--- config.mk ---
export PLATFORM = sky130hd
export DESIGN_NAME = mif_irq_router
export DESIGN_NICKNAME = d
export VERILOG_FILES = /design/src/core/mif_irq_router.v
export VERILOG_INCLUDE_DIRS = /design/src /design/src/core
export SDC_FILE = /design/constraint.sdc
export NUM_CORES = 1
export LEC_CHECK = 0
export BUFFER_PORTS_ARGS = -buffer_cell sky130_fd_sc_hd__buf_2
export CAP_MARGIN = 10
export CORE_MARGIN = 2
export CORE_UTILIZATION = 29
export CTS_BUF_LIST = sky130_fd_sc_hd__clkbuf_8
export CTS_CLUSTER_SIZE = 28
export DETAILED_ROUTE_END_ITERATION = 8
export SLEW_MARGIN = 25
export SYNTH_ARGS = -nofsm -noshare
export SYNTH_HDL_FRONTEND = slang
export SYNTH_SLANG_ARGS = --single-unit
--- constraint.sdc ---
create_clock -name i_clk -period 2.97 [get_ports i_clk]
set_input_delay 0.1485 -clock i_clk [delete_from_list [all_inputs] [get_ports i_clk]]
set_output_delay 0.1485 -clock i_clk [all_outputs]
set_load 0.05 [all_outputs]
--- src/core/mif_map.vh ---
// Register offsets, field positions, reset values and threshold constants for the interrupt router
`ifndef MIF_MAP_VH
`define MIF_MAP_VH
// Register addresses (serial register port)
`define MIF_ADDR_CTRL_THREE 8'h12
`define MIF_ADDR_CTRL_FOUR 8'h13
`define MIF_ADDR_PIN_A_CTRL 8'h0D
`define MIF_ADDR_PIN_B_CTRL 8'h0E
`define MIF_ADDR_TAP_CFG 8'h58
`define MIF_ADDR_FREE_FALL 8'h5D
`define MIF_ADDR_WAKE_DUR 8'h5C
`define MIF_ADDR_PIN_A_MOTION 8'h5E
`define MIF_ADDR_PIN_B_MOTION 8'h5F
`define MIF_ADDR_WAKE_SRC 8'h1B
`define MIF_ADDR_ORIENT_SRC 8'h1D
`define MIF_ADDR_TAP_SOURCE_REG 8'h1C
`define MIF_ADDR_EMBEDDED_FUNC_SOURCE_REG 8'h53
// Reset values
`define MIF_RST_MASK 8'h00
`define MIF_RST_CFG 8'h00
// Field positions
`define MIF_BIT_POL_LOW 5
`define MIF_BIT_OPEN_DRAIN 4
`define MIF_BIT_MERGE 5
`define MIF_BIT_LATCH 0
`define MIF_BIT_FF_DUR5 7
`define MIF_BIT_FALL_FLAG 5
`define MIF_BIT_MOT_FALL 4
// Free-fall threshold in mg per code
`define MIF_THS_0 16'd156
`define MIF_THS_1 16'd219
`define MIF_THS_2 16'd250
`define MIF_THS_3 16'd312
`define MIF_THS_4 16'd344
`define MIF_THS_5 16'd406
`define MIF_THS_6 16'd469
`define MIF_THS_7 16'd500
`endif

--- src/core/mif_irq_router.v ---
// Interrupt routing, pin drive and free-fall detection for an inertial sensor
`timescale 1ns/1ps
// Operation
// - Free-fall events come only from accelerometer samples
// - Polarity bit selects asserted pin level
// - Drive bit selects push-pull or open-drain
// - Latched pin holds until source read
// - Unlatched signal drops with its condition
// - Pin A control mask bit map
// - Pin A motion mask bit map
// - Pin B control mask bit map
// - Pin B motion mask bit map
// - All routing bits reset to zero
// - Pin asserts on OR of routed signals
// - Merge bit puts everything on pin A
// - Source registers report each event cause
// - Free-fall when all axes stay in zone
// - Threshold code maps to fixed mg values
// - Duration is N accelerometer sample periods
// - Free-fall flag readable in wake source
// - Unlatched free-fall drops when condition ends
// - Latched routed free-fall cleared by read
// - Only routed events are latched
`include "mif_map.vh"

// ----------------------------------------
// Notes
// ----------------------------------------
// Magnitudes arrive unsigned in mg, so the zone test is full-scale free.
// Only the internal free-fall is latched here; outer detectors keep
// their own latches and clear them on the source read strobe.
// A new free-fall on the clearing read wins, so no event is lost.
// The duration counter saturates, so a long fall keeps the event up.
// Pins, enables and read data are flops, one cycle behind their inputs.
// Open-drain with active-low polarity relies on a board pull-up.
// Unmapped reads return zero; source registers are read-only.

module mif_irq_router (
  // Clock and reset
  input wire i_clk,
  input wire i_rst_n,
  // Register port
  input wire i_reg_wr,
  input wire i_reg_rd,
  input wire [7:0] i_reg_addr,
  input wire [7:0] i_reg_wdata,
  output reg [7:0] o_reg_rdata,
  // Accelerometer samples, magnitudes in mg
  input wire i_accel_valid,
  input wire [15:0] i_accel_x_mg,
  input wire [15:0] i_accel_y_mg,
  input wire [15:0] i_accel_z_mg,
  // Control-group event levels (bit map of pin A / pin B control masks)
  input wire [7:0] i_ctrl_evt_a,
  input wire [7:0] i_ctrl_evt_b,
  // Motion events other than free-fall (bit map of the motion masks)
  input wire [7:0] i_motion_evt_a,
  input wire [7:0] i_motion_evt_b,
  // Source register contents from outer detectors
  input wire [7:0] i_wake_src,
  input wire [7:0] i_orient_src,
  input wire [7:0] i_tap_source_reg,
  input wire [7:0] i_embedded_func_source_reg,
  // Interrupt pins
  output reg o_irq_pin_a,
  output reg o_irq_pin_a_oe_n,
  output reg o_irq_pin_b,
  output reg o_irq_pin_b_oe_n,
  // Source read strobes for outer latches
  output reg o_src_rd_pulse
);

// ----------------------------------------
// Configuration registers
// ----------------------------------------
// Stored configuration bytes
reg [7:0] control_reg_three_ff;
reg [7:0] control_reg_four_ff;
reg [7:0] pin_a_ctrl_mask_ff;
reg [7:0] pin_b_ctrl_mask_ff;
reg [7:0] pin_a_motion_mask_ff;
reg [7:0] pin_b_motion_mask_ff;
reg [7:0] tap_cfg_ff;
reg [7:0] free_fall_ff;
reg [7:0] wake_duration_reg_ff;

// Configuration fields
wire pin_polarity_low = control_reg_three_ff[`MIF_BIT_POL_LOW];
wire pin_drive_opendrain = control_reg_three_ff[`MIF_BIT_OPEN_DRAIN];
wire merge_pins_sel = control_reg_four_ff[`MIF_BIT_MERGE];
wire latch_irq_sel = tap_cfg_ff[`MIF_BIT_LATCH];
wire [2:0] fall_threshold_code = free_fall_ff[2:0];
wire [5:0] fall_duration_count = {wake_duration_reg_ff[`MIF_BIT_FF_DUR5],
                                  free_fall_ff[7:3]};

// Register writes; masks reset to zero
always @(posedge i_clk or negedge i_rst_n) begin
  if (!i_rst_n) begin
    control_reg_three_ff <= `MIF_RST_CFG;
    control_reg_four_ff <= `MIF_RST_CFG;
    pin_a_ctrl_mask_ff <= `MIF_RST_MASK;
    pin_b_ctrl_mask_ff <= `MIF_RST_MASK;
    pin_a_motion_mask_ff <= `MIF_RST_MASK;
    pin_b_motion_mask_ff <= `MIF_RST_MASK;
    tap_cfg_ff <= `MIF_RST_CFG;
    free_fall_ff <= `MIF_RST_CFG;
    wake_duration_reg_ff <= `MIF_RST_CFG;
  end else if (i_reg_wr) begin
    case (i_reg_addr)
      `MIF_ADDR_CTRL_THREE: control_reg_three_ff <= i_reg_wdata;
      `MIF_ADDR_CTRL_FOUR: control_reg_four_ff <= i_reg_wdata;
      `MIF_ADDR_PIN_A_CTRL: pin_a_ctrl_mask_ff <= i_reg_wdata;
      `MIF_ADDR_PIN_B_CTRL: pin_b_ctrl_mask_ff <= i_reg_wdata;
      `MIF_ADDR_PIN_A_MOTION: pin_a_motion_mask_ff <= i_reg_wdata;
      `MIF_ADDR_PIN_B_MOTION: pin_b_motion_mask_ff <= i_reg_wdata;
      `MIF_ADDR_TAP_CFG: tap_cfg_ff <= i_reg_wdata;
      `MIF_ADDR_FREE_FALL: free_fall_ff <= i_reg_wdata;
      `MIF_ADDR_WAKE_DUR: wake_duration_reg_ff <= i_reg_wdata;
      default: ;
    endcase
  end
end

// ----------------------------------------
// Free-fall detector
// ----------------------------------------
// Threshold, sample counter and free-fall condition
reg [15:0] ths_mg;
reg [5:0] fall_cnt_ff;
reg fall_cond_ff;
reg [5:0] nxt_fall_cnt;
reg nxt_fall_cond;

// Threshold lookup, same for every full scale
always @* begin
  case (fall_threshold_code)
    3'd0: ths_mg = `MIF_THS_0;
    3'd1: ths_mg = `MIF_THS_1;
    3'd2: ths_mg = `MIF_THS_2;
    3'd3: ths_mg = `MIF_THS_3;
    3'd4: ths_mg = `MIF_THS_4;
    3'd5: ths_mg = `MIF_THS_5;
    3'd6: ths_mg = `MIF_THS_6;
    default: ths_mg = `MIF_THS_7;
  endcase
end

// Inside the zone when every magnitude is under the threshold
wire in_zone = (i_accel_x_mg < ths_mg) && (i_accel_y_mg < ths_mg) &&
               (i_accel_z_mg < ths_mg);

// Count one bit wider so the top count never wraps to zero
wire [6:0] fall_cnt_inc = {1'b0, fall_cnt_ff} + 7'h01;
wire fall_dur_met = (fall_cnt_inc >= {1'b0, fall_duration_count});
// Saturate instead of wrapping, so a long fall never drops the event
wire fall_cnt_full = (fall_cnt_ff == 6'h3F);

// Count consecutive in-zone samples, one per sample period
always @* begin
  nxt_fall_cnt = fall_cnt_ff;
  nxt_fall_cond = fall_cond_ff;
  if (i_accel_valid) begin
    if (!in_zone) begin
      nxt_fall_cnt = 6'h00;
      nxt_fall_cond = 1'b0;
    end else begin
      if (!fall_cnt_full) begin
        nxt_fall_cnt = fall_cnt_inc[5:0];
      end
      nxt_fall_cond = fall_dur_met;
    end
  end
end

// Sample counter and condition flops
always @(posedge i_clk or negedge i_rst_n) begin
  if (!i_rst_n) begin
    fall_cnt_ff <= 6'h00;
    fall_cond_ff <= 1'b0;
  end else begin
    fall_cnt_ff <= nxt_fall_cnt;
    fall_cond_ff <= nxt_fall_cond;
  end
end

// ----------------------------------------
// Latch and routing
// ----------------------------------------
// Source register read decode
wire wake_src_rd = i_reg_rd && (i_reg_addr == `MIF_ADDR_WAKE_SRC);
wire orient_src_rd = i_reg_rd && (i_reg_addr == `MIF_ADDR_ORIENT_SRC);
wire tap_source_reg_rd = i_reg_rd && (i_reg_addr == `MIF_ADDR_TAP_SOURCE_REG);
wire embedded_func_source_reg_rd = i_reg_rd && (i_reg_addr == `MIF_ADDR_EMBEDDED_FUNC_SOURCE_REG);
wire any_src_rd = wake_src_rd | orient_src_rd | tap_source_reg_rd | embedded_func_source_reg_rd;
// Free-fall routed to at least one pin
wire fall_routed = pin_a_motion_mask_ff[`MIF_BIT_MOT_FALL] |
                   pin_b_motion_mask_ff[`MIF_BIT_MOT_FALL];
// Latch state and its next value
reg fall_latch_ff;
reg nxt_fall_latch;

// Latch free-fall only when routed; a new event wins over the clearing read
always @* begin
  nxt_fall_latch = fall_latch_ff;
  if (fall_cond_ff && latch_irq_sel && fall_routed) begin
    nxt_fall_latch = 1'b1;
  end else if (wake_src_rd || !latch_irq_sel) begin
    nxt_fall_latch = 1'b0;
  end
end

// Latch flop
always @(posedge i_clk or negedge i_rst_n) begin
  if (!i_rst_n) begin
    fall_latch_ff <= 1'b0;
  end else begin
    fall_latch_ff <= nxt_fall_latch;
  end
end

// ----------------------------------------
// Event vectors and routing
// ----------------------------------------
// Free-fall seen by the pins and the wake source flag
wire fall_evt = fall_cond_ff | fall_latch_ff;
// Motion vectors with the internal free-fall in bit 4
wire [7:0] mot_a = {i_motion_evt_a[7:5], fall_evt, i_motion_evt_a[3:0]};
wire [7:0] mot_b = {i_motion_evt_b[7:5], fall_evt, i_motion_evt_b[3:0]};
// Per-pin OR of routed signals
wire route_a = |(pin_a_ctrl_mask_ff & i_ctrl_evt_a) |
               |(pin_a_motion_mask_ff & mot_a);
wire route_b = |(pin_b_ctrl_mask_ff & i_ctrl_evt_b) |
               |(pin_b_motion_mask_ff & mot_b);
// Merge moves the pin B signals onto pin A
wire act_a = route_a | (merge_pins_sel & route_b);
wire act_b = route_b & ~merge_pins_sel;

// ----------------------------------------
// Pin drive and read data
// ----------------------------------------
// Pin levels ahead of the output flops
wire nxt_irq_pin_a = act_a ^ pin_polarity_low;
wire nxt_irq_pin_b = act_b ^ pin_polarity_low;
// Open-drain releases the pin in the rest state
wire nxt_irq_pin_a_oe_n = pin_drive_opendrain & ~act_a;
wire nxt_irq_pin_b_oe_n = pin_drive_opendrain & ~act_b;
// Source read strobe for the outer latches
wire nxt_src_rd_pulse = any_src_rd;

// Polarity and drive mode flops
always @(posedge i_clk or negedge i_rst_n) begin
  if (!i_rst_n) begin
    o_irq_pin_a <= 1'b0;
    o_irq_pin_b <= 1'b0;
    o_irq_pin_a_oe_n <= 1'b0;
    o_irq_pin_b_oe_n <= 1'b0;
    o_src_rd_pulse <= 1'b0;
  end else begin
    o_irq_pin_a <= nxt_irq_pin_a;
    o_irq_pin_b <= nxt_irq_pin_b;
    o_irq_pin_a_oe_n <= nxt_irq_pin_a_oe_n;
    o_irq_pin_b_oe_n <= nxt_irq_pin_b_oe_n;
    o_src_rd_pulse <= nxt_src_rd_pulse;
  end
end

// Read data next value
reg [7:0] nxt_reg_rdata;

// Read multiplexer; source registers report causes
always @* begin
  case (i_reg_addr)
    `MIF_ADDR_CTRL_THREE: nxt_reg_rdata = control_reg_three_ff;
    `MIF_ADDR_CTRL_FOUR: nxt_reg_rdata = control_reg_four_ff;
    `MIF_ADDR_PIN_A_CTRL: nxt_reg_rdata = pin_a_ctrl_mask_ff;
    `MIF_ADDR_PIN_B_CTRL: nxt_reg_rdata = pin_b_ctrl_mask_ff;
    `MIF_ADDR_PIN_A_MOTION: nxt_reg_rdata = pin_a_motion_mask_ff;
    `MIF_ADDR_PIN_B_MOTION: nxt_reg_rdata = pin_b_motion_mask_ff;
    `MIF_ADDR_TAP_CFG: nxt_reg_rdata = tap_cfg_ff;
    `MIF_ADDR_FREE_FALL: nxt_reg_rdata = free_fall_ff;
    `MIF_ADDR_WAKE_DUR: nxt_reg_rdata = wake_duration_reg_ff;
    `MIF_ADDR_WAKE_SRC: nxt_reg_rdata = {i_wake_src[7:6], fall_evt,
                                         i_wake_src[4:0]};
    `MIF_ADDR_ORIENT_SRC: nxt_reg_rdata = i_orient_src;
    `MIF_ADDR_TAP_SOURCE_REG: nxt_reg_rdata = i_tap_source_reg;
    `MIF_ADDR_EMBEDDED_FUNC_SOURCE_REG: nxt_reg_rdata = i_embedded_func_source_reg;
    default: nxt_reg_rdata = 8'h00;
  endcase
end

// Read data flop, holds until the next read
always @(posedge i_clk or negedge i_rst_n) begin
  if (!i_rst_n) begin
    o_reg_rdata <= 8'h00;
  end else if (i_reg_rd) begin
    o_reg_rdata <= nxt_reg_rdata;
  end
end

endmodule

Word level (Yosys, flattened, before mapping)
Index checks and enable logic that the tools add are counted.
{"block": "classes", "add_sub_neg": 1, "order_cmp": 4, "eq_ne": 21, "n_mux": 7, "bitwise_logic": 21, "reduce_logical": 26}
{"cell": "8-bit one-hot mux with 13 select lines", "n": 1}
{"cell": "9-bit one-hot mux with 7 select lines", "n": 1}
{"cell": "8-bit by 7-bit == test with 1-bit output (second input constant)", "n": 6}
{"cell": "16-bit < comparator", "n": 3}
{"cell": "8-bit by 5-bit == test with 1-bit output (second input constant)", "n": 5}
{"cell": "8-bit bitwise AND", "n": 4}
{"cell": "8-bit OR reduction", "n": 4}
{"cell": "2-bit AND reduction", "n": 10}
{"cell": "8-bit by 4-bit == test with 1-bit output (second input constant)", "n": 2}
{"cell": "6-bit two-way mux", "n": 2}
{"cell": "3-bit == test (second input constant)", "n": 3}
{"cell": "1-bit logical AND", "n": 8}
{"cell": "1-bit bitwise OR", "n": 8}
{"cell": "6-bit by 1-bit adder with 7-bit output (second input constant)", "n": 1}
{"cell": "7-bit by 6-bit >= comparator with 1-bit output", "n": 1}
{"cell": "3-bit by 2-bit == test with 1-bit output (second input constant)", "n": 2}
{"cell": "6-bit == test (second input constant)", "n": 1}
{"cell": "1-bit bitwise AND", "n": 4}
{"cell": "3-bit by 1-bit == test with 1-bit output (second input constant)", "n": 1}
{"cell": "3-bit logical NOT", "n": 1}
{"cell": "1-bit two-way mux", "n": 3}
{"cell": "1-bit inverter", "n": 3}
{"cell": "2-bit != test (second input constant)", "n": 1}
{"cell": "2-bit nonzero test", "n": 1}
{"cell": "other kinds (3)", "n": 4}
{"block": "word_totals", "reg_bits": 93, "in_bits": 133, "output_inout_bits": 13, "wordCells": 98}

Logic depth before layout (Yosys ltp)
Gate-level depths: netlist (run 1).
{"block": "logic_depth", "word_depth": 8, "depth_mapped": 12, "mapped_depth_nobuf": 11}

Worst setup path before layout (run 1)
Ideal clock, no wire load.
{"block": "synth_path", "path_type": "flip-flop to flip-flop", "start": "reg free_fall_ff[1]", "end": "reg fall_cnt_ff[2]", "setup_ps": 104, "t_arrival_ps": 2680, "required_ps": 2866, "path_slack_ps": 186, "stages_incl_launch_ff": 12, "path_buffers": 1, "period_less_slack_ps": 2784, "path_cell_list": "dfrtp_1 -> clkbuf_1 -> xor2_1 -> o21ai_0 -> ha_1 -> and4_1 -> and3_1 -> a211oi_2 -> nand3_2 -> nor3_4 -> nand3_2 -> a221oi_1"}
{"block": "synth_between", "elab_chain_len": 7, "word_cells_on_any_way": 16, "cone_classes": "order compare: 3; eq/ne: 7; mux: 2; reduce/logical: 4"}
{"element": "start: declaration", "line_no": "mif_irq_router.v:84", "rtl": "reg [7:0] free_fall_ff;"}
{"element": "start signal: assignment", "line_no": "mif_irq_router.v:106", "rtl": "free_fall_ff <= `MIF_RST_CFG;"}
{"element": "start signal: assignment", "line_no": "mif_irq_router.v:117", "rtl": "`MIF_ADDR_FREE_FALL: free_fall_ff <= i_reg_wdata;"}
{"element": "3-bit == test, or another cell as far along", "line_no": "mif_irq_router.v:136", "rtl": "case (fall_threshold_code)"}
{"element": "9-bit one-hot mux with 7 select lines *", "line_no": "mif_irq_router.v:136"}
{"element": "16-bit < comparator", "line_no": "mif_irq_router.v:149", "rtl": "wire in_zone = (i_accel_x_mg < ths_mg) && (i_accel_y_mg < ths_mg) &&"}
{"element": "1-bit logical AND", "line_no": "mif_irq_router.v:149"}
{"element": "1-bit logical AND *", "line_no": "mif_irq_router.v:149"}
{"element": "2-bit != test (no source line)"}
{"element": "2-bit AND reduction (no source line)"}
{"element": "end signal: assignment", "line_no": "mif_irq_router.v:181", "rtl": "fall_cnt_ff <= nxt_fall_cnt;"}
{"element": "end: declaration", "line_no": "mif_irq_router.v:129", "rtl": "reg [5:0] fall_cnt_ff;"}
Every way passes the cells marked *; elsewhere a longest branch is shown, timed or not.
A chain may end at the register's enable or synchronous reset.

Worst setup path after layout (run 1)
{"block": "layout_path", "start": "reg free_fall_ff[0]", "end": "reg fall_cnt_ff[2]"}
The elaborated chain is that of the path after synthesis.

==> Implementation_results.wiki, run 1 <==
{| class="wikitable"
! Metric !! Value
|-
| Achievable clock frequency || 0.364 GHz
|-
| Synth warnings || 0
|-
| Part of the power in registers || 49.4%
|-
| EDFF count, synth || 0
|-
| Total global routing overflow || 0
|-
| Max-cap violations || 0
|-
| Kind of capture point of the worst setup path || flop
|-
| DPL Wire Length || 13.9 mm
|-
| Fraction of power spent switching nets || 30.0%
|-
| First-pass GRT wire length || 27.8 mm
|-
| Stages on the worst setup path || 12
|-
| Final-layout worst hold slack || 0.0600 ns
|-
| Required time worst endpoint || 3.25 ns
|-
| HP Class || in2reg
|-
| DR vias || 4978
|-
| Pin count of the biggest net entering global routing || 73
|-
| Final critical path time including I/O delays and setup || 2.75 ns
|-
| Initial antenna violation count || 1
|-
| Fraction of final layout cells sized beyond drive strength 1 || 36.6%
|-
| PD cells || 403 mW/mm2
|-
| Area of placed instances || 0.00669 mm2
|-
| Clock latency on the worst-skew pair || 0.38 ns
|-
| Buffer depth of the longest clock path || 2
|-
| Instance count along the most critical hold path || 3
|-
| Maximum vdd ir drop || 257 uV
|-
| Post-DR wirelength/cell || 18.9 um
|-
| CP delay by family, top || simple AND/OR/NAND/NOR gates
|-
| Clock transition at the register clock pins on the worst setup and hold paths after CTS || 0.09 ns
|-
| Number of hold violations in the final report || 0
|-
| Library cell with the largest summed area after synthesis || sky130_fd_sc_hd__dfrtp_1
|-
| Post-layout utilization of the core || 35.9%
|-
| Post-Place Setup Slack || 0.118 ns
|-
| Post-synthesis async set-or-reset flop share || 100%
|-
| Switching power total || 0.837 mW
|-
| Post-Syn Nets || 694
|-
| GRT Total Usage || 17.9%
|-
| Setup TNS || 0 ns
|-
| Drc violations || 0
|-
| Internal cell power || 1.95 mW
|-
| Critical path data arrival time || 3.03 ns
|-
| RSZ-0062 raised after global routing || no
|-
| Initial standard-cell utilization of the core || 29.3%
|-
| Wire length reported by the detailed router || 17.9 mm
|-
| Most used cells in the layout excluding fill and tap cells || sky130_fd_sc_hd__buf_2 (141), sky130_fd_sc_hd__dfrtp_1 (93), sky130_fd_sc_hd__mux2_2 (53), sky130_fd_sc_hd__nor2_1 (33), sky130_fd_sc_hd__nand3_1 (28)
|-
| Ranking of synthesized cells by area || sky130_fd_sc_hd__dfrtp_1 (41%), sky130_fd_sc_hd__mux2_2 (11%), sky130_fd_sc_hd__ha_1 (5.5%)
|-
| Transition time at the pin with the least slew margin || 0.691 ns
|-
| Count of input and output buffers || 142
|-
| Maximum single-stage delay on the critical path || 0.40 ns
|-
| Reg-to-reg critical path endpoint || fall_cnt_ff[2]
|-
| Hold endpoint || o_reg_rdata[6]
|-
| Antenna diodes || 0
|-
| Worst Reg2Reg Path Length in Cells || 12
|-
| Via density || 5.25
|-
| Worst setup path class || reg2reg
|-
| Share of power burned in the clock network || 31.6%
|-
| Worst flop-to-flop path startpoint || free_fall_ff[0]
|-
| Initial detailed-routing violation count || 371
|-
| Number of failing setup endpoints in the final timing report || 0
|-
| Highest fanout seen on the critical path || 8
|-
| Startpoint of the most critical hold path || i_wake_src[6]
|-
| Combinational share of power || 19.1%
|-
| Top_reg_cell synth || sky130_fd_sc_hd__dfrtp_1
|-
| Final weighted congestion in routability-driven placement || 0.868
|-
| Total non-filler cell area in the finished layout || 0.00692 mm2
|-
| Area added between synthesis and finish || 22.3%
|-
| Synthesized area divided by synthesized cell count || 10.5 um2
|-
| PnR worst setup slack || 0.224 ns
|-
| Via count of the first global-routing pass || 4922
|-
| Leak || 3.28 nW
|-
| Slowest-stage cell, CP || sky130_fd_sc_hd__dfrtp_1
|-
| Pre-Repair DR Iteration Count || 5
|-
| Clock sink total || 93
|-
| Number of distinct library cell variants in the gate-level netlist after synthesis || 66
|-
| Element type at the critical path start || flop
|-
| Filler-free cell count of the finished design || 948
|-
| Most frequent standard cell in the layout excluding fill and tap cells || sky130_fd_sc_hd__buf_2
|-
| Fraction of the cycle the final worst path needs || 92.5%
|-
| Proportion of netlist area held by the largest area contributor || 41.2%
|-
| Cell-by-cell trace of the critical path || buf_4 -> buf_4 -> nand2b_1 -> nand2_2 -> ha_1 -> and4_1 -> and3_1 -> a211oi_2 -> nand3_2 -> nor3_4 -> nand3_4 -> a221oi_1
|-
| Run status || completed
|-
| Clock tree from TritonCTS || yes
|-
| Final Skew || 0.0113 ns
|-
| Placed Cells || 931
|-
| Die extent in x || 144 um
|-
| Post-layout power || 2.79 mW
|-
| Maximum level of the CTS H-tree || 3
|-
| Total buffers and inverters traversed by the critical path || 2
|-
| Mapped Cells || 536
|-
| Core Rows || 51
|-
| Worst setup slack for register-to-register paths || 0.22 ns
|-
| Setup repair bufs after CTS || 0
|-
| Total number of nets in the final design || 836
|-
| Library cell appearing most often on the critical path || sky130_fd_sc_hd__buf_4
|-
| Final max-slew violation count || 0
|-
| Proportion of synthesized chip area in sequential cells || 41.2%
|-
| Worst relative slew slack || 53.6%
|-
| Area of the core region || 0.0193 mm2
|-
| Cts bufs inserted || 9
|-
| Post-route antenna net violation count || 0
|-
| Number of top-level pins || 146
|-
| Die area || 0.0206 mm2
|-
| Library cell used as clock root buffer || sky130_fd_sc_hd__clkbuf_8
|-
| Vertical die dimension || 144 um
|-
| Synthesized flop and latch total || 93
|-
| Post-synthesis cell area || 0.00565 mm2
|}
worst reg2reg max path, stage by stage (launching register included):
cell,delay (ns)
sky130_fd_sc_hd__dfrtp_1,0.40
sky130_fd_sc_hd__buf_4,0.16
sky130_fd_sc_hd__buf_4,0.16
sky130_fd_sc_hd__nand2b_1,0.17
sky130_fd_sc_hd__nand2_2,0.10
sky130_fd_sc_hd__ha_1,0.23
sky130_fd_sc_hd__and4_1,0.17
sky130_fd_sc_hd__and3_1,0.20
sky130_fd_sc_hd__a211oi_2,0.25
sky130_fd_sc_hd__nand3_2,0.12
sky130_fd_sc_hd__nor3_4,0.25
sky130_fd_sc_hd__nand3_4,0.13
sky130_fd_sc_hd__a221oi_1,0.31
sequential cells by signal (all words and copies together) (netlist names), 6 cells and up:
signal,count
control_reg_three_ff,8
wake_duration_reg_ff,8
pin_a_motion_mask_ff,8
pin_b_motion_mask_ff,8
pin_a_ctrl_mask_ff,8
control_reg_four_ff,8
free_fall_ff,8
tap_cfg_ff,8
fall_cnt_ff,6
pin_b_ctrl_mask_ff,8
o_reg_rdata,8
power by group through the flow:
stage	Sequential, mW	Combinational, mW	Clock (mW)
after floorplan	1.44	0.233	0
after global placement	1.40	0.524	0
after global routing	1.39	0.581	0.949
final	1.38	0.531	0.879
after CTS	1.38	0.531	0.899
after detailed placement	1.40	0.528	0
synth_stat cells, types with 11 or more instances:
cell type	count
sky130_fd_sc_hd__a21oi_1	18
sky130_fd_sc_hd__a22oi_1	18
sky130_fd_sc_hd__buf_2	12
sky130_fd_sc_hd__dfrtp_1	93
sky130_fd_sc_hd__ha_1	25
sky130_fd_sc_hd__inv_1	12
sky130_fd_sc_hd__mux2_1	23
sky130_fd_sc_hd__mux2_2	53
sky130_fd_sc_hd__mux2i_1	11
sky130_fd_sc_hd__nand2_1	28
sky130_fd_sc_hd__nand3_1	28
sky130_fd_sc_hd__nor2_1	33
sky130_fd_sc_hd__nor3_1	11
sky130_fd_sc_hd__o21ai_0	24
worst max-delay path by stage:
stage / from / endpoint / slack (ns)
2_1_floorplan: free_fall_ff[1] / fall_cnt_ff[2] / 0.19
3_3_place_gp: free_fall_ff[0] / fall_cnt_ff[3] / 0.23
3_5_place_dp: free_fall_ff[0] / fall_cnt_ff[3] / 0.12
4_1_cts: free_fall_ff[0] / fall_cnt_ff[3] / 0.13
5_1_grt: free_fall_ff[1] / fall_cnt_ff[2] / 0.01
6_report: free_fall_ff[0] / fall_cnt_ff[2] / 0.22
cells by family (layout without fill, tap and decap cells):
group	after synthesis	count (layout)	share of synthesized area, %
DFF	93	93	41.2
adders and majority gates	25	25	5.53
buffers and inverters	39	186	2.99
xor gates and xnor gates	7	7	1.08
muxes	88	88	17.5
and+or+nand+nor	162	162	16.1
AOI/OAI and AO/OA	122	122	15.6
repair_timing:
action / 4_1_cts / 5_1_grt
gates resized for setup: 0 / 3
hold buffers: 1 / 0
endpoints found under the hold margin: 70 / 0
endpoints found under the setup margin: 0 / 2
layout make-up:
cell class	instances	area, um2
clock buffers	10	138
clock inverters	6	61.3
fillers	2007	12400
inverters	12	45.0
multi-input cells	404	3170
flip-flops and latches	93	2330
well taps	265	332
repair buffers	158	840
metal layers:
layer	part of all wire [%]	wire (um)	GRT usage (%)
met2	47	8370	28.5
met1	45	8030	24.5
met3	6.1	1090	3.43
met5	0.061	11	0
met4	2.2	401	5.62
(Power assumes the default switching activity.)
==> inputs of run 2 (changes only) <==
GPL_TIMING_DRIVEN = 0   (was default)
clock period = 3.1 ns   (was 2.97 ns; I/O delays follow)
==> run 2 against run 1 <==
Compared with the run above: fmax shrank 5.1%; critical path depth down 1; largest power group unchanged; register-to-register slack worse by 0.02 ns; flip-flop and latch count stayed put; final area is essentially flat.
==> Implementation_results.wiki, run 2 (synthesis gave the netlist of run 1 again) <==
{| class="wikitable"
! Metric !! Value
|-
| Run status || completed
|-
| CP delay by family, top || simple AND/OR/NAND/NOR gates
|-
| Final-layout worst hold slack || 0.0769 ns (+0.0169 ns)
|-
| Fraction of power spent switching nets || 30.9% (+0.83 points)
|-
| Critical path data arrival time || 3.17 ns (+0.14 ns)
|-
| Internal cell power || 1.83 mW (-6.1%)
|-
| Cell-by-cell trace of the critical path || clkbuf_4 -> nand2_1 -> o21ai_1 -> ha_1 -> and4_1 -> and3_1 -> a211oi_2 -> nand3_2 -> nor3_4 -> nand3_2 -> a221oi_1
|-
| Maximum vdd ir drop || 209 uV (-19%)
|-
| GRT met1 Usage || 25.3% (+0.76 points)
|-
| Clock latency on the worst-skew pair || 0.39 ns (about the same)
|-
| Achievable clock frequency || 0.345 GHz (-5.1%)
|-
| Worst setup startpoint || free_fall_ff[1]
|-
| Worst relative slew slack || 43.1% (-10 points)
|-
| Area added between synthesis and finish || 22.4% (about the same)
|-
| Met3 Resource Use GR || 4.10% (+0.67 points)
|-
| HP Class || in2reg
|-
| PnR worst setup slack || 0.205 ns (-0.0186 ns)
|-
| Final max-slew violation count || 0 (unchanged)
|-
| Via count of the first global-routing pass || 4802 (-2.4%)
|-
| Instance count along the most critical hold path || 3 (unchanged)
|-
| Part of the power in registers || 49.9% (+0.5 points)
|-
| Number of failing setup endpoints in the final timing report || 0 (unchanged)
|-
| Worst Reg2Reg Path Length in Cells || 11 (-1)
|-
| DR vias || 5126 (+3.0%)
|-
| Maximum single-stage delay on the critical path || 0.44 ns (+0.04 ns)
|-
| RSZ-0062 raised after global routing || no
|-
| Reg-to-reg critical path endpoint || fall_cnt_ff[2]
|-
| Startpoint of the most critical hold path || i_wake_src[6]
|-
| Required time worst endpoint || 3.38 ns (+0.13 ns)
|-
| Maximum level of the CTS H-tree || 3 (unchanged)
|-
| Core Rows || 51 (unchanged)
|-
| Post-DR wirelength/cell || 19.5 um (+3.0%)
|-
| Final weighted congestion in routability-driven placement || 0.917 (+5.6%)
|-
| PD cells || 383 mW/mm2 (-5.0%)
|-
| Vertical die dimension || 144 um (unchanged)
|-
| Leak || 3.27 nW (-0.25%)
|-
| Clock tree from TritonCTS || yes
|-
| Total global routing overflow || 0 (unchanged)
|-
| GRT Total Usage || 18.0% (+0.12 points)
|-
| Number of top-level pins || 146 (unchanged)
|-
| Count of input and output buffers || 136 (-4.2%)
|-
| Fraction of the cycle the final worst path needs || 93.4% (+0.92 points)
|-
| Pre-Repair DR Iteration Count || 5 (unchanged)
|-
| Hold endpoint || o_reg_rdata[6]
|-
| Worst setup slack for register-to-register paths || 0.20 ns (-0.02 ns)
|-
| Initial standard-cell utilization of the core || 29.3% (unchanged)
|-
| DPL Wire Length || 14.2 mm (+2.3%)
|-
| Post-Place Setup Slack || -0.238 ns (-0.356 ns)
|-
| Final critical path time including I/O delays and setup || 2.90 ns (+0.149 ns)
|-
| Initial antenna violation count || 0 (-1)
|-
| Via density || 5.37 (+2.3%)
|-
| Element type at the critical path start || flop
|-
| Drc violations || 0 (unchanged)
|-
| Die area || 0.0206 mm2 (unchanged)
|-
| Setup repair bufs after CTS || 0 (unchanged)
|-
| Total buffers and inverters traversed by the critical path || 1 (-1)
|-
| Wire length reported by the detailed router || 18.6 mm (+3.7%)
|-
| Pin count of the biggest net entering global routing || 53 (-27%)
|-
| Global Route met2 Usage || 27.8% (-0.68 points)
|-
| Highest fanout seen on the critical path || 10 (+2)
|-
| Max-cap violations || 0 (unchanged)
|-
| Area of the core region || 0.0193 mm2 (unchanged)
|-
| Post-route antenna net violation count || 0 (unchanged)
|-
| Combinational share of power || 19.2% (about the same)
|-
| Transition time at the pin with the least slew margin || 0.852 ns (+0.161 ns)
|-
| Clock transition at the register clock pins on the worst setup and hold paths after CTS || 0.09 ns (about the same)
|-
| Busiest layer in global routing || met2
|-
| Switching power total || 0.818 mW (-2.3%)
|-
| Share of power burned in the clock network || 30.9% (-0.7 points)
|-
| Fraction of final layout cells sized beyond drive strength 1 || 36.0% (-0.61 points)
|-
| Buffer depth of the longest clock path || 2 (unchanged)
|-
| First-pass GRT wire length || 27.8 mm (+0.15%)
|-
| Initial detailed-routing violation count || 449 (+21%)
|-
| Kind of capture point of the worst setup path || flop
|-
| Most frequent standard cell in the layout excluding fill and tap cells || sky130_fd_sc_hd__buf_2
|-
| Worst setup path class || reg2reg
|-
| Number of hold violations in the final report || 0 (unchanged)
|-
| Antenna diodes || 0 (unchanged)
|-
| Clock sink total || 93 (unchanged)
|-
| Setup TNS || 0 ns (unchanged)
|-
| Total number of nets in the final design || 842 (+0.72%)
|-
| Cts bufs inserted || 9 (unchanged)
|-
| Die extent in x || 144 um (unchanged)
|-
| Most used cells in the layout excluding fill and tap cells || sky130_fd_sc_hd__buf_2 (147), sky130_fd_sc_hd__dfrtp_1 (92), sky130_fd_sc_hd__mux2_2 (53), sky130_fd_sc_hd__nor2_1 (33)
|-
| Library cell appearing most often on the critical path || sky130_fd_sc_hd__nand3_2
|-
| Final Skew || 0.0132 ns (+0.00185 ns)
|-
| Library cell used as clock root buffer || sky130_fd_sc_hd__clkbuf_8
|-
| Slowest-stage cell, CP || sky130_fd_sc_hd__dfrtp_1
|-
| Worst flop-to-flop path startpoint || free_fall_ff[1]
|}
## run 2: cell types whose count changed in the layout (fill, tap and decap cells not counted), sizes merged
cell and delta:
buf -3, clkinvlp +1, bufinv -1, clkinv -2
clkbuf +11
## run 2: power groups by stage
| stage | clock [mW] | combinational, mW | sequential [mW] |
|---|---|---|---|
| 2_1_floorplan | 0 | 0.223 | 1.38 |
| 3_3_place_gp | 0 | 0.495 | 1.34 |
| 3_5_place_dp | 0 | 0.506 | 1.34 |
| 4_1_cts | 0.826 | 0.507 | 1.32 |
| 5_1_grt | 0.868 | 0.557 | 1.33 |
| 6_report | 0.818 | 0.510 | 1.32 |
## run 2: worst max-delay path by stage
stage                           to  slack, ns  cells after the start
floorplan           fall_cnt_ff[2]       0.32                     11
global placement    fall_cnt_ff[3]      -0.20                     11
detailed placement  fall_cnt_ff[3]      -0.24                     11
CTS                 fall_cnt_ff[2]      0.007                     11
global route        fall_cnt_ff[3]       0.04                     11
finish              fall_cnt_ff[2]       0.20                     11
## run 2: routing by layer
metal / part of all wire [%] / vias to the layer above
met1: 43 / 2495
li1: - / 2356
met2: 46 / 239
met5: 0 / -
met3: 8.6 / 36
met4: 2.0 / 0
## run 2: worst min-delay path: stages
cell                      delay [ns]
sky130_fd_sc_hd__buf_2          0.10
sky130_fd_sc_hd__nand3_1        0.07
sky130_fd_sc_hd__a41oi_1        0.09
## run 2: timing repair
action,in CTS,in global routing
setup endpoints to repair,7,4
hold buffers,1,0
cloned,0,0
gates resized for setup,3,9
endpoints found under the hold margin,41,0
## run 2: area by class of cell
type                    count  area (um2)
flip-flops and latches     93        2330
plain buffers              26         125
inverters                  12        45.0
multi-input cells         404        3170
well taps                 265         332
clock inverters             4        28.8
fillers                  2038       12400
repair buffers            138         724
clock buffers              12         165
## run 2: metrics by stage
step	cell area, um2	std cells	util [%]	power [mW]
2_1_floorplan	5650	536	-	1.60
3_3_place_gp	6670	937	34.6	1.84
3_5_place_dp	6700	938	34.8	1.85
4_1_cts	6900	954	35.8	2.65
5_1_grt	6920	954	35.9	2.75
6_report	6920	954	35.9	2.65
==> inputs of run 3 (changes only) <==
BUFFER_PORTS_ARGS = -buffer_cell sky130_fd_sc_hd__buf_4   (was -buffer_cell sky130_fd_sc_hd__buf_2)
PLACE_DENSITY_LB_ADDON = 0.3   (was default)
==> run 3 against run 2 <==
Compared with the run above: power fell by 1.8%; critical path type unchanged; via count down 2.1%; final area is 4.1% higher; critical path depth is 1 higher; register-to-register slack better by 0.05 ns.
==> Implementation_results.wiki, run 3 (synthesis gave the netlist of run 1 again) <==
{| class="wikitable"
! Metric !! Value
|-
| Highest metal layer used by the detailed router || met4
|-
| Instance count along the most critical hold path || 3 (unchanged)
|-
| Transition time at the pin with the least slew margin || 0.892 ns (+0.0402 ns)
|-
| Area of placed instances || 0.00701 mm2 (+4.6%)
|-
| Post-route antenna net violation count || 0 (unchanged)
|-
| Fraction of final layout cells sized beyond drive strength 1 || 35.2% (-0.82 points)
|-
| RSZ-0062 raised after global routing || no
|-
| Critical path data arrival time || 3.11 ns (-0.06 ns)
|-
| Setup repair bufs after CTS || 0 (unchanged)
|-
| Count of input and output buffers || 136 (unchanged)
|-
| HP Class || in2reg
|-
| Maximum level of the CTS H-tree || 3 (unchanged)
|-
| Cts bufs inserted || 9 (unchanged)
|-
| Clock sink total || 93 (unchanged)
|-
| Clock tree from TritonCTS || yes
|-
| GRT Total Usage || 18.8% (+0.80 points)
|-
| Element type at the critical path start || flop
|-
| Leak || 3.36 nW (+2.6%)
|-
| Final Skew || 0.0151 ns (+0.00191 ns)
|-
| Clock latency on the worst-skew pair || 0.38 ns (about the same)
|-
| Initial antenna violation count || 0 (unchanged)
|-
| Initial detailed-routing violation count || 333 (-26%)
|-
| Library cell used as clock root buffer || sky130_fd_sc_hd__clkbuf_8
|-
| Antenna diodes || 0 (unchanged)
|-
| Filler-free cell count of the finished design || 953 (-0.10%)
|-
| Pin count of the biggest net entering global routing || 94 (+77%)
|-
| Worst Reg2Reg Path Length in Cells || 12 (+1)
|-
| Placed Cells || 937 (-0.11%)
|-
| Maximum single-stage delay on the critical path || 0.45 ns (about the same)
|-
| Setup TNS || 0 ns (unchanged)
|-
| Drc violations || 0 (unchanged)
|-
| Via density || 5.27 (-2.0%)
|-
| Most frequent standard cell in the layout excluding fill and tap cells || sky130_fd_sc_hd__buf_4
|-
| Worst setup slack for register-to-register paths || 0.26 ns (+0.05 ns)
|-
| WL met2 || 8.95 mm (+4.4%)
|-
| Total non-filler cell area in the finished layout || 0.00720 mm2 (+4.1%)
|-
| Final weighted congestion in routability-driven placement || 0.909 (-0.82%)
|-
| Pre-Repair DR Iteration Count || 5 (unchanged)
|-
| Clock transition at the register clock pins on the worst setup and hold paths after CTS || 0.09 ns (about the same)
|-
| Initial standard-cell utilization of the core || 29.3% (unchanged)
|-
| Fraction of the cycle the final worst path needs || 91.6% (-1.8 points)
|-
| Post-Place Setup Slack || -0.252 ns (-0.0144 ns)
|-
| PD cells || 361 mW/mm2 (-5.6%)
|-
| Post-layout utilization of the core || 37.4% (+1.5 points)
|-
| Achievable clock frequency || 0.352 GHz (+1.9%)
|-
| Total global routing overflow || 0 (unchanged)
|-
| Final-layout worst hold slack || 0.0928 ns (+0.0159 ns)
|-
| Area added between synthesis and finish || 27.4%
|-
| Required time worst endpoint || 3.37 ns (about the same)
|-
| Most used cells in the layout excluding fill and tap cells || sky130_fd_sc_hd__buf_4 (135), sky130_fd_sc_hd__dfrtp_1 (91), sky130_fd_sc_hd__mux2_2 (53), sky130_fd_sc_hd__nor2_1 (33)
|-
| Max-cap violations || 0 (unchanged)
|-
| Total number of nets in the final design || 841 (-0.12%)
|-
| Number of hold violations in the final report || 0 (unchanged)
|-
| First-pass GRT wire length || 28.9 mm (+3.8%)
|-
| Area of the core region || 0.0193 mm2 (unchanged)
|-
| Worst relative slew slack || 40.4% (-2.7 points)
|-
| Total routed wire length on the met1 layer || 8.65 mm (+7.9%)
|-
| Number of failing setup endpoints in the final timing report || 0 (unchanged)
|-
| Vertical die dimension || 144 um (unchanged)
|-
| Worst setup path class || reg2reg
|-
| Final max-slew violation count || 0 (unchanged)
|-
| Die area || 0.0206 mm2 (unchanged)
|-
| Kind of capture point of the worst setup path || flop
|-
| Maximum vdd ir drop || 192 uV (-8.5%)
|-
| Core Rows || 51 (unchanged)
|-
| DR vias || 5019 (-2.1%)
|-
| Number of top-level pins || 146 (unchanged)
|-
| Wire length reported by the detailed router || 19.0 mm (+2.3%)
|-
| Post-layout power || 2.60 mW (-1.8%)
|-
| Run status || completed
|-
| Final critical path time including I/O delays and setup || 2.84 ns (-0.0546 ns)
|-
| Via count of the first global-routing pass || 4932 (+2.7%)
|-
| PnR worst setup slack || 0.260 ns (+0.0546 ns)
|-
| Buffer depth of the longest clock path || 2 (unchanged)
|-
| Highest fanout seen on the critical path || 10 (unchanged)
|-
| DPL Wire Length || 14.6 mm (+2.3%)
|-
| Slowest-stage cell, CP || sky130_fd_sc_hd__dfrtp_2
|-
| Post-DR wirelength/cell || 19.9 um (+2.4%)
|-
| Cell-by-cell trace of the critical path || clkbuf_4 -> inv_1 -> nand3_1 -> o21ai_2 -> ha_1 -> and4_1 -> and3_1 -> a211oi_2 -> nand3_2 -> nor3_4 -> nand3_4 -> a221oi_1
|-
| Die extent in x || 144 um (unchanged)
|-
| Detail Route met3 WL || 1.17 mm (-27%)
|}
## run 3: cell count changes in the layout (fill, tap and decap cells not counted), sizes merged
cell      change
clkinvlp      +1
inv           +3
clkbuf        -4
clkinv        -1
## run 3: critical path, delay by kind of cell (launching register included)
family	cells	cell delay, ns
flops	1	0.45
fa+ha+maj	1	0.28
simple gates	6	1.02
buf+inv	2	0.36
compound gates	3	0.64
## run 3: report_power, final
group          total, mW  switching (mW)  internal (mW)
combinational      0.561           0.313          0.248
sequential          1.32          0.0495           1.27
clock              0.719           0.439          0.280
total               2.60           0.801           1.80
## run 3: area by class of cell
type                            count  area, um2
Sequential cell                    93       2330
Clock inverter                      7       37.5
Multi-Input combinational cell    404       3170
Timing Repair Buffer              137       1030
Tap cell                          265        332
Clock buffer                        9        124
Fill cell                        2028      12100
Inverter                           12       45.0
Buffer                             26        125
## run 3: what timing repair did
item                                   4_1_cts  5_1_grt
setup endpoints to repair                    7        7
pin swaps                                    0        1
hold buffers                                 1        0
endpoints found under the hold margin       93        0
resized for setup                            4        8
## run 3: layer usage
layer	up-vias	track usage, %
li1	2350	-
met1	2478	26.8
met2	173	29.8
met3	18	3.50
met4	0	3.97
met5	-	0
## run 3: worst paths after layout
kind	endpoint	from
worst max-delay path	fall_cnt_ff[2]	free_fall_ff[1]
worst min-delay path	o_reg_rdata[6]	i_wake_src[6]
worst max register to register	fall_cnt_ff[2]	free_fall_ff[1]
worst min register to register	control_reg_four_ff[1]	control_reg_four_ff[1]
max in group asynchronous	free_fall_ff[0]	i_rst_n
min in group asynchronous	o_reg_rdata[6]	i_rst_n
